### config.mk
export PLATFORM = sky130hd
export DESIGN_NAME = gpb_top
export DESIGN_NICKNAME = d
export VERILOG_FILES = /design/src/verilog/gpb_port.v /design/src/verilog/gpb_apb_slave.v /design/src/verilog/gpb_top.v
export VERILOG_INCLUDE_DIRS = /design/src /design/src/verilog
export SDC_FILE = /design/constraint.sdc
export NUM_CORES = 1
export LEC_CHECK = 0
export ABC_CLOCK_PERIOD_IN_PS = 2700
export BUFFER_PORTS_ARGS = -buffer_cell sky130_fd_sc_hd__buf_2
export CORE_MARGIN = 4
export CORE_UTILIZATION = 30
export DETAILED_ROUTE_END_ITERATION = 16
export MAX_ROUTING_LAYER = met4
export PLACE_DENSITY_LB_ADDON = 0.2
export SLEW_MARGIN = 40
export SYNTH_ARGS = -nofsm -noshare
export SYNTH_HDL_FRONTEND = slang
export SYNTH_SLANG_ARGS = --single-unit
### constraint.sdc
create_clock -name pclk -period 2.7 [get_ports pclk]
set_input_delay 0.27 -clock pclk [delete_from_list [all_inputs] [get_ports pclk]]
set_output_delay 0.27 -clock pclk [all_outputs]
set_load 0.1 [all_outputs]
### src/verilog/gpb_regs.vh
// Register indices, field layouts and reset values of the bus-multiplexed port block
`ifndef GPB_REGS_VH
`define GPB_REGS_VH

// Register index on the APB; byte address is four times the index
`define GPB_IDX_W            6
`define GPB_IDX_MODE         6'h0E
`define GPB_IDX_BANK         6'h0F
`define GPB_IDX_10           6'h10
`define GPB_IDX_11           6'h11
`define GPB_IDX_12           6'h12
`define GPB_IDX_13           6'h13

// Bank numbers selecting the banked window at indices 10h..13h
`define GPB_BANK_0           8'h00
`define GPB_BANK_1           8'h01

// Operating mode codes held in the mode register
`define GPB_MODE_W           2
`define GPB_MODE_MICROPROC   2'h0
`define GPB_MODE_EXT_MCU     2'h1
`define GPB_MODE_MCU         2'h2
`define GPB_MODE_PROT_MCU    2'h3
`define GPB_MODE_BUS_BIT     2

// Reset values
`define GPB_DIR_RESET        8'hFF
`define GPB_BANK_RESET       8'h00
`define GPB_MODE_RESET       2'h2
`define GPB_ZERO8            8'h00
`define GPB_ZERO16           16'h0000
`define GPB_ZERO32           32'h00000000

`endif

### src/verilog/gpb_port.v
// One 8-bit bidirectional port: direction and output latch with system bus override
`timescale 1ns/1ps
`default_nettype none
`include "gpb_regs.vh"

module gpb_port (
    input  wire       pclk,
    input  wire       presetn,
    input  wire       dir_wr,
    input  wire       lat_wr,
    input  wire [7:0] wdata,
    input  wire       bus_active,
    input  wire [7:0] bus_out,
    input  wire [7:0] bus_oe,
    output reg  [7:0] dir,
    output reg  [7:0] lat,
    output reg  [7:0] pin_out,
    output reg  [7:0] pin_oe
);

    // Direction comes up all inputs on any reset
    always @(posedge pclk or negedge presetn) begin
        if (!presetn) begin
            dir <= `GPB_DIR_RESET;
        end else if (dir_wr) begin
            dir <= wdata;
        end
    end

    // Latch has no reset: it keeps its prior value across a reset
    always @(posedge pclk) begin
        if (lat_wr) begin
            lat <= wdata;
        end
    end

    genvar i;
    generate
        for (i = 0; i < 8; i = i + 1) begin : g_pin
            always @(posedge pclk or negedge presetn) begin
                if (!presetn) begin
                    pin_out[i] <= 1'b0;
                    pin_oe[i]  <= 1'b0;
                end else if (bus_active) begin
                    pin_out[i] <= bus_out[i];
                    pin_oe[i]  <= bus_oe[i];
                end else begin
                    pin_out[i] <= lat[i];
                    pin_oe[i]  <= ~dir[i];
                end
            end
        end
    endgenerate

endmodule
`default_nettype wire

### src/verilog/gpb_apb_slave.v
// APB handshake: zero-wait answer with registered ready, and the write strobe
`timescale 1ns/1ps
`default_nettype none

module gpb_apb_slave (
    input  wire pclk,
    input  wire presetn,
    input  wire psel,
    input  wire penable,
    input  wire pwrite,
    output reg  pready,
    output wire setup,
    output wire wr_en
);

    assign setup = psel & ~penable;
    // Write commits only at the edge where ready is sampled high
    assign wr_en = psel & penable & pready & pwrite;

    // Ready rises for exactly the access cycle that follows a setup cycle
    always @(posedge pclk or negedge presetn) begin
        if (!presetn) begin
            pready <= 1'b0;
        end else begin
            pready <= setup;
        end
    end

endmodule
`default_nettype wire

### src/verilog/gpb_top.v
// Bus-multiplexed general purpose ports with banked APB register access
//
// Register access over APB is this design's own decision.
`timescale 1ns/1ps
`default_nettype none
`include "gpb_regs.vh"

module gpb_top (
    input  wire        pclk,
    input  wire        presetn,
    input  wire        psel,
    input  wire        penable,
    input  wire        pwrite,
    input  wire [7:0]  paddr,
    input  wire [31:0] pwdata,
    output wire        pready,
    output reg  [31:0] prdata,
    output reg         pslverr,
    input  wire [7:0]  second_port_pins_in,
    output wire [7:0]  second_port_pins_out,
    output wire [7:0]  second_port_pins_oe,
    input  wire [7:0]  low_byte_port_pins_in,
    output wire [7:0]  low_byte_port_pins_out,
    output wire [7:0]  low_byte_port_pins_oe,
    input  wire [7:0]  high_byte_port_pins_in,
    output wire [7:0]  high_byte_port_pins_out,
    output wire [7:0]  high_byte_port_pins_oe,
    input  wire [15:0] addr_data_out,
    input  wire [15:0] addr_data_oe,
    output reg  [15:0] addr_data_in,
    output reg         bus_active
);

    wire                   setup;
    wire                   wr_en;
    wire [`GPB_IDX_W-1:0]  idx;
    reg  [7:0]             bank_select_value;
    reg  [`GPB_MODE_W-1:0] mode;
    wire                   bank0;
    wire                   bank1;

    // Latches are never read back: a data register read returns the pins
    wire [7:0] second_port_direction;
    wire [7:0] low_byte_port_direction;
    wire [7:0] high_byte_port_direction;

    reg        sel_mode;
    reg        sel_bank;
    reg        sel_second_dir;
    reg        sel_second_pins;
    reg        sel_low_dir;
    reg        sel_low_pins;
    reg        sel_high_dir;
    reg        sel_high_pins;
    reg        mapped;
    reg [31:0] next_prdata;

    assign idx   = paddr[7:2];
    assign bank0 = (bank_select_value == `GPB_BANK_0);
    assign bank1 = (bank_select_value == `GPB_BANK_1);

    gpb_apb_slave u_apb (
        .pclk    (pclk),
        .presetn (presetn),
        .psel    (psel),
        .penable (penable),
        .pwrite  (pwrite),
        .pready  (pready),
        .setup   (setup),
        .wr_en   (wr_en)
    );

    // Banked decode: the port registers appear only in their own bank
    always @* begin
        sel_mode        = (idx == `GPB_IDX_MODE);
        sel_bank        = (idx == `GPB_IDX_BANK);
        sel_second_dir  = bank0 & (idx == `GPB_IDX_11);
        sel_second_pins = bank0 & (idx == `GPB_IDX_12);
        sel_low_dir     = bank1 & (idx == `GPB_IDX_10);
        sel_low_pins    = bank1 & (idx == `GPB_IDX_11);
        sel_high_dir    = bank1 & (idx == `GPB_IDX_12);
        sel_high_pins   = bank1 & (idx == `GPB_IDX_13);
        mapped = sel_mode | sel_bank | sel_second_dir | sel_second_pins |
                 sel_low_dir | sel_low_pins | sel_high_dir | sel_high_pins;
    end

    // Data register reads return the pin levels, not the latch
    always @* begin
        next_prdata = `GPB_ZERO32;
        if (sel_mode) begin
            next_prdata[`GPB_MODE_W-1:0]  = mode;
            next_prdata[`GPB_MODE_BUS_BIT] = bus_active;
        end else if (sel_bank) begin
            next_prdata[7:0] = bank_select_value;
        end else if (sel_second_dir) begin
            next_prdata[7:0] = second_port_direction;
        end else if (sel_second_pins) begin
            next_prdata[7:0] = second_port_pins_in;
        end else if (sel_low_dir) begin
            next_prdata[7:0] = low_byte_port_direction;
        end else if (sel_low_pins) begin
            next_prdata[7:0] = low_byte_port_pins_in;
        end else if (sel_high_dir) begin
            next_prdata[7:0] = high_byte_port_direction;
        end else if (sel_high_pins) begin
            next_prdata[7:0] = high_byte_port_pins_in;
        end
    end

    // Read data and error are captured in the setup cycle and stand through the access cycle
    always @(posedge pclk or negedge presetn) begin
        if (!presetn) begin
            prdata  <= `GPB_ZERO32;
            pslverr <= 1'b0;
        end else if (setup) begin
            prdata  <= pwrite ? `GPB_ZERO32 : next_prdata;
            pslverr <= ~mapped;
        end else begin
            pslverr <= 1'b0;
        end
    end

    // Mode and bank registers; a write to an unmapped index changes nothing
    always @(posedge pclk or negedge presetn) begin
        if (!presetn) begin
            mode              <= `GPB_MODE_RESET;
            bank_select_value <= `GPB_BANK_RESET;
        end else if (wr_en) begin
            if (sel_mode) begin
                mode <= pwdata[`GPB_MODE_W-1:0];
            end
            if (sel_bank) begin
                bank_select_value <= pwdata[7:0];
            end
        end
    end

    // Bus duty only in the two external-memory modes
    always @(posedge pclk or negedge presetn) begin
        if (!presetn) begin
            bus_active <= 1'b0;
        end else begin
            bus_active <= (mode == `GPB_MODE_MICROPROC) | (mode == `GPB_MODE_EXT_MCU);
        end
    end

    // Pins seen by the bus engine, registered so every output comes from a flop
    always @(posedge pclk or negedge presetn) begin
        if (!presetn) begin
            addr_data_in <= `GPB_ZERO16;
        end else begin
            addr_data_in <= {high_byte_port_pins_in, low_byte_port_pins_in};
        end
    end

    // Second port never carries the system bus
    gpb_port u_second (
        .pclk       (pclk),
        .presetn    (presetn),
        .dir_wr     (wr_en & sel_second_dir),
        .lat_wr     (wr_en & sel_second_pins),
        .wdata      (pwdata[7:0]),
        .bus_active (1'b0),
        .bus_out    (`GPB_ZERO8),
        .bus_oe     (`GPB_ZERO8),
        .dir        (second_port_direction),
        .lat        (),
        .pin_out    (second_port_pins_out),
        .pin_oe     (second_port_pins_oe)
    );

    // Low byte: address/data bits 7..0 while the bus owns the pins
    gpb_port u_low (
        .pclk       (pclk),
        .presetn    (presetn),
        .dir_wr     (wr_en & sel_low_dir),
        .lat_wr     (wr_en & sel_low_pins),
        .wdata      (pwdata[7:0]),
        .bus_active (bus_active),
        .bus_out    (addr_data_out[7:0]),
        .bus_oe     (addr_data_oe[7:0]),
        .dir        (low_byte_port_direction),
        .lat        (),
        .pin_out    (low_byte_port_pins_out),
        .pin_oe     (low_byte_port_pins_oe)
    );

    // High byte: address/data bits 15..8 while the bus owns the pins
    gpb_port u_high (
        .pclk       (pclk),
        .presetn    (presetn),
        .dir_wr     (wr_en & sel_high_dir),
        .lat_wr     (wr_en & sel_high_pins),
        .wdata      (pwdata[7:0]),
        .bus_active (bus_active),
        .bus_out    (addr_data_out[15:8]),
        .bus_oe     (addr_data_oe[15:8]),
        .dir        (high_byte_port_direction),
        .lat        (),
        .pin_out    (high_byte_port_pins_out),
        .pin_oe     (high_byte_port_pins_oe)
    );

endmodule
`default_nettype wire

==> impl_metrics.tcl, run 1 <==
set metrics [dict create \
    status "finished clean" \
    peakVddDrop_uv 440 \
    yosysUniqueCellTypes 52 \
    path_max_fanout 8 \
    synth.top_cell.area_share_pct 38.3 \
    clock-sinks 133 \
    antenna_found_initial 0 \
    finalSetupTns_ns 0 \
    start_util_pct 30.6 \
    multi_input_area_um2 1760 \
    ff_latch_area_um2 3480 \
    synth_edf_count 24 \
    viasPerCell 4.56 \
    power_mw 5.18 \
    grt-ovfl-total 0 \
    fillers 1743 \
    final_util_pct 39.9 \
    cts_max_path_buffers 2 \
    cts_made_buffers 17 \
    die_h_um 143 \
    fmax_mhz 421 \
    wl_per_cell_um 17.6 \
    dieArea_um2 20500 \
    yosysSeqAreaShare_pct 63.3 \
    required_ns 3.04 \
    clk_latency_ns 0.41 \
    fin_crit_sh_pct 88.0 \
    syn_to_final_growth_pct 30.6 \
    worst_clock_skew_ns 0.00695 \
    worst_pin_slew_ns 0.618 \
    criticalPathCategory "register to register" \
    endpoint_kind "register" \
    gp_congestion 0.814 \
    grt_pass1_wl_um 21400 \
    drive_gt1_share_pct 47.0 \
    slew_headroom_pct 58.7 \
    setup_viol 0 \
    worstPathArrival_ns 2.71 \
    cts_tree "done" \
    finalHoldViolations 0 \
    wl_um 14300 \
    synth_top_area_cell "dfrtp_1" \
    power_density_nw_per_um2 722 \
    firstDrtPassIters 4 \
    hp-class "input port to register" \
    die_x_um 143 \
    synth_area_leaders "dfrtp_1 38%, edfxtp_1 13%, dfstp_2 12%, mux2_2 8.6%, buf_4 3.6%" \
    rsz0062_at_grt "no" \
    synth_warnings 0 \
    slew_viol_final 0 \
    grt_pass1_vias 3871 \
    grt_use_total_pct 14.5 \
    place_area_um2 6410 \
    synthTopCellsByCount "84 x dfrtp_1, 42 x mux2_2, 33 x nand2_1" \
    antenna_left 0 \
    htreeDepth 4 \
    ys_async_sr_fraction_pct 82.0 \
    grt_max_degree 83 \
    first_iter_violations 175 \
    synth_seq_cells 133 \
    fin_nets 675 \
    p_leak_nw 3.22 \
    vias 3717 \
    synth_ff_type "dfrtp_1" \
    antenna_cells 0 \
    startpoint_type "register" \
    synth.avg_cell_area_um2 13.6 \
    hold_slack_ns 0.0602 \
    numPortBuffers 149 \
    syn_area_um2 5490 \
    rows 49 \
    period_needed_ns 2.38 \
    ios 200 \
    synth_most_common_cell "dfrtp_1" \
    core_area_um2 18000 \
    final_cell_area_um2 7180 \
    cts_root_buffer "clkbuf_16" \
    drc 0 \
    clk_pin_slew_ns 0.06 \
    cap_violations 0 \
    syn-instance-count 405 \
    dp_hpwl_um 10200 \
]
==> kinds of logic (layout without fill, tap and decap cells) <==
| logic type | Yosys count | in the layout | synth area share, % |
|---|---|---|---|
| compound gates | 65 | 65 | 8.29 |
| other cells | 1 | 24 | 0.0683 |
| buf+inv | 63 | 222 | 6.26 |
| flops | 133 | 133 | 63.3 |
| simple gates | 85 | 85 | 9.09 |
| mux | 58 | 58 | 12.9 |
==> worst paths after layout <==
kind,depth (start not counted),slack (ns),from,end
max in group asynchronous,3,1.61,presetn,u_second.dir[6]$_DFFE_PN1P_
min in group asynchronous,2,0.30,presetn,u_high.pin_out[3]$_DFF_PN0_
worst min-delay path,3,0.06,addr_data_oe[5],u_low.pin_oe[5]$_DFF_PN0_
worst max-delay path,5,0.32,bank_select_value[1]$_DFFE_PN0P_,u_high.dir[6]$_DFFE_PN1P_
worst max register to register,5,0.32,bank_select_value[1]$_DFFE_PN0P_,u_high.dir[6]$_DFFE_PN1P_
worst min register to register,0,0.35,u_second.lat[6]$_DFFE_PP_,u_second.pin_out[6]$_DFF_PN0_
==> state kept, by name, summed over array words and instances, names as in the netlist <==
register           cells
u_high.dir             8
u_high.pin_out         8
prdata                 8
u_high.pin_oe          8
u_second.pin_oe        8
u_low.lat              8
u_low.dir              8
u_second.lat           8
addr_data_in          16
u_low.pin_out          8
pslverr                1
u_second.pin_out       8
mode                   2
bank_select_value      8
bus_active             1
u_high.lat             8
u_apb.pready           1
u_low.pin_oe           8
u_second.dir           8
==> critical path, cell delays in order, from the launching register on <==
cell and delay, ns:
dfrtp_1 0.40, or4b_1 0.63, nor4_2 0.28, buf_4 0.18, and3_1 0.42, mux2_2 0.39
==> metal layers <==
layer / wire length (µm) / global-route usage (%)
met1: 6290 / 17.6
met2: 6640 / 22.9
met3: 1220 / 4.99
met4: 193 / 5.00
met5: 0 / -
==> cell type report <==
cell class	instances	area share [%]
inverter	14	0.732
clock buffer	17	5.93
clock inverter	15	2.35
timing repair buffer	176	14.0
sequential	133	48.5
tap	229	3.99
multi-input combinational	232	24.5
==> placed cells by master (no fill, tap or decap), drive strengths merged, types with 6 or more instances in the layout <==
cell,netlist,layout
o211ai,7,7
o21bai,8,8
mux2,50,50
edfxtp,24,24
inv,14,21
o21ai,19,19
buf,33,159
conb,1,24
nor2b,7,7
dlygate4sd3,0,17
nand2b,7,7
dfrtp,84,84
nor2,8,8
dfstp,25,25
nor3b,6,6
nand2,34,34
clkbuf,16,17
==> where the power goes <==
part / switching, mW / internal, mW
registers: 0.0142 / 2.09
logic: 0.624 / 0.139
clock network: 0.926 / 1.38
total: 1.56 / 3.62
==> stage by stage <==
step	setup slack, ns	std cells
floorplan	0.00762	428
global route	0.227	816
finish	0.323	816
global placement	0.320	767
CTS	0.270	816
detailed placement	0.287	767
==> timing repair <==
| item | 4_1_cts | 5_1_grt |
|---|---|---|
| hold buffers | 17 | 0 |
| endpoints found under the setup margin | 0 | 0 |
| setup buffers | 0 | 0 |
| hold endpoints to repair | 43 | 0 |
| resized for setup | 0 | 0 |
(Power assumes the default switching activity.)
==> run 2, diff against run 1 <==
--- a/config.mk
+++ b/config.mk
@@ -10,9 +10,11 @@
 export BUFFER_PORTS_ARGS = -buffer_cell sky130_fd_sc_hd__buf_2
 export CORE_MARGIN = 4
 export CORE_UTILIZATION = 30
+export CTS_BUF_LIST = sky130_fd_sc_hd__clkbuf_8
 export DETAILED_ROUTE_END_ITERATION = 16
 export MAX_ROUTING_LAYER = met4
 export PLACE_DENSITY_LB_ADDON = 0.2
+export RECOVER_POWER = 25
 export SLEW_MARGIN = 40
 export SYNTH_ARGS = -nofsm -noshare
 export SYNTH_HDL_FRONTEND = slang
==> run 2 against run 1 <==
- design area decreased by 2.0%
- wire length is 0.22% lower
- maximum frequency is 0.50% lower
- combinational power is essentially flat
- the flow now finishes with violations (capacitance limit, slew limit)
- first-iteration DRC count fell by 12%
- hold slack lost 0.018 ns
- sequential share of layout area is 1.0 points higher
- non-clock buffer count up 7
- die area unchanged
==> impl_metrics.tcl, run 2 (synthesis gave the netlist of run 1 again) <==
set metrics [dict create \
    fin_nets 682 \
    cap_violations 1 \
    status "finished with violations" \
    slew_headroom_pct -0.241 \
    crit_chain "or4b_1, nor4_2, buf_4, and3_1, mux2_2" \
    cts_setup_buffers 0 \
    wl_um 14300 \
    htreeDepth 4 \
    clk_latency_ns 0.44 \
    worstPathArrival_ns 2.75 \
    setup_ws_ns 0.311 \
    syn_to_final_growth_pct 28.0 \
    path_buf_inv 1 \
    layout_common_cells "128 x buf_2, 83 x dfrtp_1, 42 x mux2_2" \
    viasPerCell 4.53 \
    path_max_fanout 8 \
    dieArea_um2 20500 \
    rows 49 \
    ff_latch_area_um2 3480 \
    power_density_nw_per_um2 648 \
    firstDrtPassIters 5 \
    hp-class "input port to register" \
    fmax_mhz 419 \
    vias 3737 \
    dp_hpwl_um 10200 \
    ios 200 \
    required_ns 3.06 \
    cts_tree "done" \
    cts_max_path_buffers 2 \
    antenna_left 0 \
    antenna_found_initial 1 \
    clock-sinks 133 \
    grt-ovfl-total 0 \
    clk_pin_slew_ns 0.08 \
    startpoint_type "register" \
    peakVddDrop_uv 427 \
    largest_reg_flops 16 \
    rsz0062_at_grt "no" \
    core_area_um2 18000 \
    period_needed_ns 2.39 \
    hold_slack_ns 0.0421 \
    grt_use_total_pct 14.5 \
    dp_slack_ns 0.287 \
    multi_input_area_um2 1760 \
    die_x_um 143 \
    grt_pass1_wl_um 21400 \
    slew_viol_final 27 \
    final_util_pct 39.1 \
    endpoint_kind "register" \
    grt_pass1_vias 3873 \
    drc 0 \
    power_mw 4.56 \
    grt_max_degree 83 \
    cpLargestDelayFamily "simple AND/OR/NAND/NOR gates" \
    start_util_pct 30.6 \
    mostFrequentLayoutCell "buf_2" \
    setup_viol 0 \
    cts_made_buffers 17 \
    crit_slowest_cell "or4b_1" \
    first_iter_violations 154 \
    gp_congestion 0.814 \
    numPortBuffers 149 \
    die_h_um 143 \
    finalHoldViolations 0 \
    drive_gt1_share_pct 41.9 \
    finalSetupTns_ns 0 \
    violations "capacitance limit, slew limit" \
    fin_crit_sh_pct 88.5 \
    p_leak_nw 3.10 \
    cpPeakStageDelay_ns 0.63 \
    criticalPathCategory "register to register" \
    worst_clock_skew_ns 0.0112 \
    regMostFlops "addr_data_in" \
    cts_root_buffer "clkbuf_8" \
    wl_per_cell_um 17.3 \
    fillers 1778 \
    worst_pin_slew_ns 1.50 \
]
run 2: changes by cell type in the layout (fill, tap and decap cells not counted):
cell	previous run	this run
dfstp_2	25	19
dlygate4sd3_1	17	24
clkbuf_16	17	0
diode_2	0	2
buf_4	10	9
clkbuf_1	0	21
buf_2	148	128
dfstp_1	0	6
clkbuf_8	0	17
run 2: through the flow:
step / cells / instance area (µm²)
after global placement: 767 / 6410
after detailed placement: 767 / 6410
after floorplan: 428 / 5580
after global routing: 824 / 7030
final: 825 / 7030
after CTS: 823 / 7050
run 2: repair_timing:
item | in CTS | in global routing
resized for setup | 0 | 0
hold buffers | 24 | 0
setup endpoints to repair | 0 | 0
endpoints found under the hold margin | 50 | 0
run 2: worst reg2reg max path: stages, from the launching register on:
cell and delay [ns]:
dfrtp_1 0.40, or4b_1 0.63, nor4_2 0.28, buf_4 0.18, and3_1 0.42, mux2_2 0.39
run 2: power by group:
group / internal (mW) / total [mW] / switching, mW
registers: 2.09 / 2.10 / 0.0141
logic: 0.141 / 0.766 / 0.625
clock network: 0.845 / 1.69 / 0.844
run 2: worst paths after layout:
| check | startpoint | end | slack, ns | depth (start not counted) |
|---|---|---|---|---|
| max | bank_select_value[1]$_DFFE_PN0P_ | u_high.dir[6]$_DFFE_PN1P_ | 0.31 | 5 |
| min | addr_data_oe[7] | u_low.pin_oe[7]$_DFF_PN0_ | 0.04 | 3 |
| max reg2reg | bank_select_value[1]$_DFFE_PN0P_ | u_high.dir[6]$_DFFE_PN1P_ | 0.31 | 5 |
| min reg2reg | u_second.lat[5]$_DFFE_PP_ | u_second.pin_out[5]$_DFF_PN0_ | 0.36 | 0 |
| max in group asynchronous | presetn | u_second.dir[6]$_DFFE_PN1P_ | 0.84 | 3 |
| min in group asynchronous | presetn | u_high.pin_out[3]$_DFF_PN0_ | 0.72 | 2 |
run 2: layer usage:
metal	up-vias	global-route usage, %	wire length (µm)
met1	1825	17.3	6270
li1	1755	-	-
met2	143	23.0	6660
met5	-	-	0
met3	14	5.29	1210
met4	0	4.86	162
run 2: area by class of cell:
cell class	count	share of cell area, %
tap	229	4.08
timing repair buffer	183	14.9
sequential	133	49.5
multi-input combinational	232	25.0
inverter	14	0.747
clock inverter	15	2.40
clock buffer	17	3.33
antenna	2	0.0712
==> run 3, diff against run 2 <==
--- a/config.mk
+++ b/config.mk
@@ -12,6 +12,7 @@
 export CORE_UTILIZATION = 30
 export CTS_BUF_LIST = sky130_fd_sc_hd__clkbuf_8
 export DETAILED_ROUTE_END_ITERATION = 16
+export GPL_TIMING_DRIVEN = 0
 export MAX_ROUTING_LAYER = met4
 export PLACE_DENSITY_LB_ADDON = 0.2
 export RECOVER_POWER = 25
==> run 3 against run 2 <==
- the run now ends clean
- sequential cell count unchanged
- non-clock buffer count up 37
- largest cell class unchanged
- maximum frequency fell by 5.6%
- final cell count is 4.2% higher
- register-to-register slack got worse by 0.14 ns
==> impl_metrics.tcl, run 3 (synthesis gave the netlist of run 1 again) <==
set metrics [dict create \
    ios 200 \
    cpPeakStageDelay_ns 0.57 \
    switching_power_mw 1.51 \
    period_needed_ns 2.53 \
    setup_viol 0 \
    htreeDepth 4 \
    path_buf_inv 1 \
    first_iter_violations 164 \
    fmax_mhz 395 \
    setup_ws_ns 0.171 \
    grt_max_degree 63 \
    instances_no_fill 860 \
    cts_setup_buffers 0 \
    dieArea_um2 20500 \
    numPortBuffers 148 \
    finalHoldViolations 0 \
    rsz0062_at_grt "no" \
    worst_pin_slew_ns 1.22 \
    crit_chain "or4b_1, buf_2, nor4_2, and4b_1" \
    switching_share_pct 31.4 \
    endpoint_kind "register" \
    cts_root_buffer "clkbuf_8" \
    vias 3872 \
    hp-class "input port to register" \
    firstDrtPassIters 5 \
    grt-ovfl-total 0 \
    fin_nets 719 \
    rows 49 \
    grt_pass1_wl_um 23500 \
    syn_to_final_growth_pct 32.5 \
    slew_headroom_pct 18.8 \
    antenna_found_initial 0 \
    antenna_cells 0 \
    finalSetupTns_ns 0 \
    status "finished clean" \
    cpLargestDelayFamily "simple AND/OR/NAND/NOR gates" \
    worst_clock_skew_ns 0.0137 \
    worstPathArrival_ns 2.64 \
    fin_crit_sh_pct 93.7 \
    p_int_mw 3.29 \
    drive_gt1_share_pct 43.4 \
    antenna_left 0 \
    p_leak_nw 3.25 \
    criticalPathCategory "register to register" \
    largest_reg_flops 16 \
    die_h_um 143 \
    mostFrequentLayoutCell "buf_2" \
    multi_input_area_um2 1760 \
    layout_common_cells "128 x buf_2, 84 x dfrtp_1, 42 x mux2_2" \
    seqPwrFrac_pct 43.9 \
    viasPerCell 4.50 \
    final_cell_area_um2 7280 \
    die_x_um 143 \
    cts_tree "done" \
    drc 0 \
    wl_per_cell_um 17.9 \
    cts_max_path_buffers 2 \
    dp_cells 806 \
    cts_made_buffers 17 \
    grt_pass1_vias 4130 \
    clkPwrFrac_pct 39.4 \
    power_frac_comb_pct 16.8 \
    clock-sinks 133 \
    required_ns 2.81 \
    dp_hpwl_um 11100 \
    clk_pin_slew_ns 0.08 \
    crit_slowest_cell "and4b_1" \
    grt_use_total_pct 15.9 \
    start_util_pct 30.6 \
    clk_latency_ns 0.46 \
    dp_slack_ns 0.104 \
    place_area_um2 6640 \
    final_util_pct 40.5 \
    path_max_fanout 8 \
    ff_latch_area_um2 3480 \
    wl_um 15400 \
    power_density_nw_per_um2 658 \
    cap_violations 0 \
    core_area_um2 18000 \
    peakVddDrop_uv 363 \
    gp_congestion 0.877 \
    fillers 1780 \
    regMostFlops "addr_data_in" \
    startpoint_type "register" \
    slew_viol_final 0 \
]
run 3: changes by cell type in the layout (fill, tap and decap cells not counted), moves of 2 or more:
cell	previous run	this run
buf_1	0	4
diode_2	2	0
clkbuf_1	21	37
dfstp_1	6	0
dlygate4sd3_1	24	22
dfstp_2	19	25
buf_4	9	26
bufinv_16	2	4
run 3: worst reg2reg max path, cell delays in order, from the launching register on:
cell and delay (ns):
dfrtp_1 0.41, or4b_1 0.51, buf_2 0.17, nor4_2 0.52, and4b_1 0.57
run 3: path summary, 6_finish.rpt:
check | startpoint | endpoint | slack, ns | cells past startpoint
worst max-delay path | bank_select_value[1]$_DFFE_PN0P_ | u_low.lat[3]$_DFFE_PP_ | 0.17 | 4
worst min-delay path | addr_data_oe[10] | u_high.pin_oe[2]$_DFF_PN0_ | 0.02 | 3
worst max register to register | bank_select_value[1]$_DFFE_PN0P_ | u_low.lat[3]$_DFFE_PP_ | 0.17 | 4
worst min register to register | u_second.lat[5]$_DFFE_PP_ | u_second.pin_out[5]$_DFF_PN0_ | 0.35 | 0
max in group asynchronous | presetn | u_second.dir[3]$_DFFE_PN1P_ | 1.15 | 3
min in group asynchronous | presetn | u_high.pin_out[1]$_DFF_PN0_ | 0.60 | 2
run 3: power groups by stage:
stage	clock network [mW]	logic (mW)	registers (mW)
floorplan	0	0.272	2.46
global placement	0	0.778	2.14
detailed placement	0	0.789	2.14
CTS	1.94	0.812	2.10
global route	2.05	0.844	2.11
finish	1.89	0.804	2.10
run 3: metrics by stage:
step	hold slack (ns)	power (mW)
floorplan	-0.0256	2.73
global route	0.00216	5.00
detailed placement	0.192	2.93
global placement	0.336	2.92
finish	0.0241	4.79
CTS	0.0000707	4.85
run 3: cell type report:
| cell class | count | share of cell area, % |
|---|---|---|
| Clock buffer | 17 | 3.21 |
| Inverter | 14 | 0.722 |
| Buffer | 49 | 4.01 |
| Timing Repair Buffer | 171 | 13.2 |
| Sequential cell | 133 | 47.8 |
| Multi-Input combinational cell | 232 | 24.2 |
| Tap cell | 229 | 3.94 |
| Clock inverter | 15 | 2.94 |
run 3: routing by layer:
layer  up-vias  GRT usage, %  wire length (µm)
met5         -             -                 0
met4         0          5.40               256
met3        18          4.49              1140
met2       155          25.4              7350
met1      1868          19.6              6670
li1       1831             -                 -
run 3: what timing repair did:
action                                 4_1_cts  5_1_grt
hold buffers                                20        2
endpoints found under the hold margin       63        2
setup endpoints to repair                    0        8
gates resized for setup                      0        1
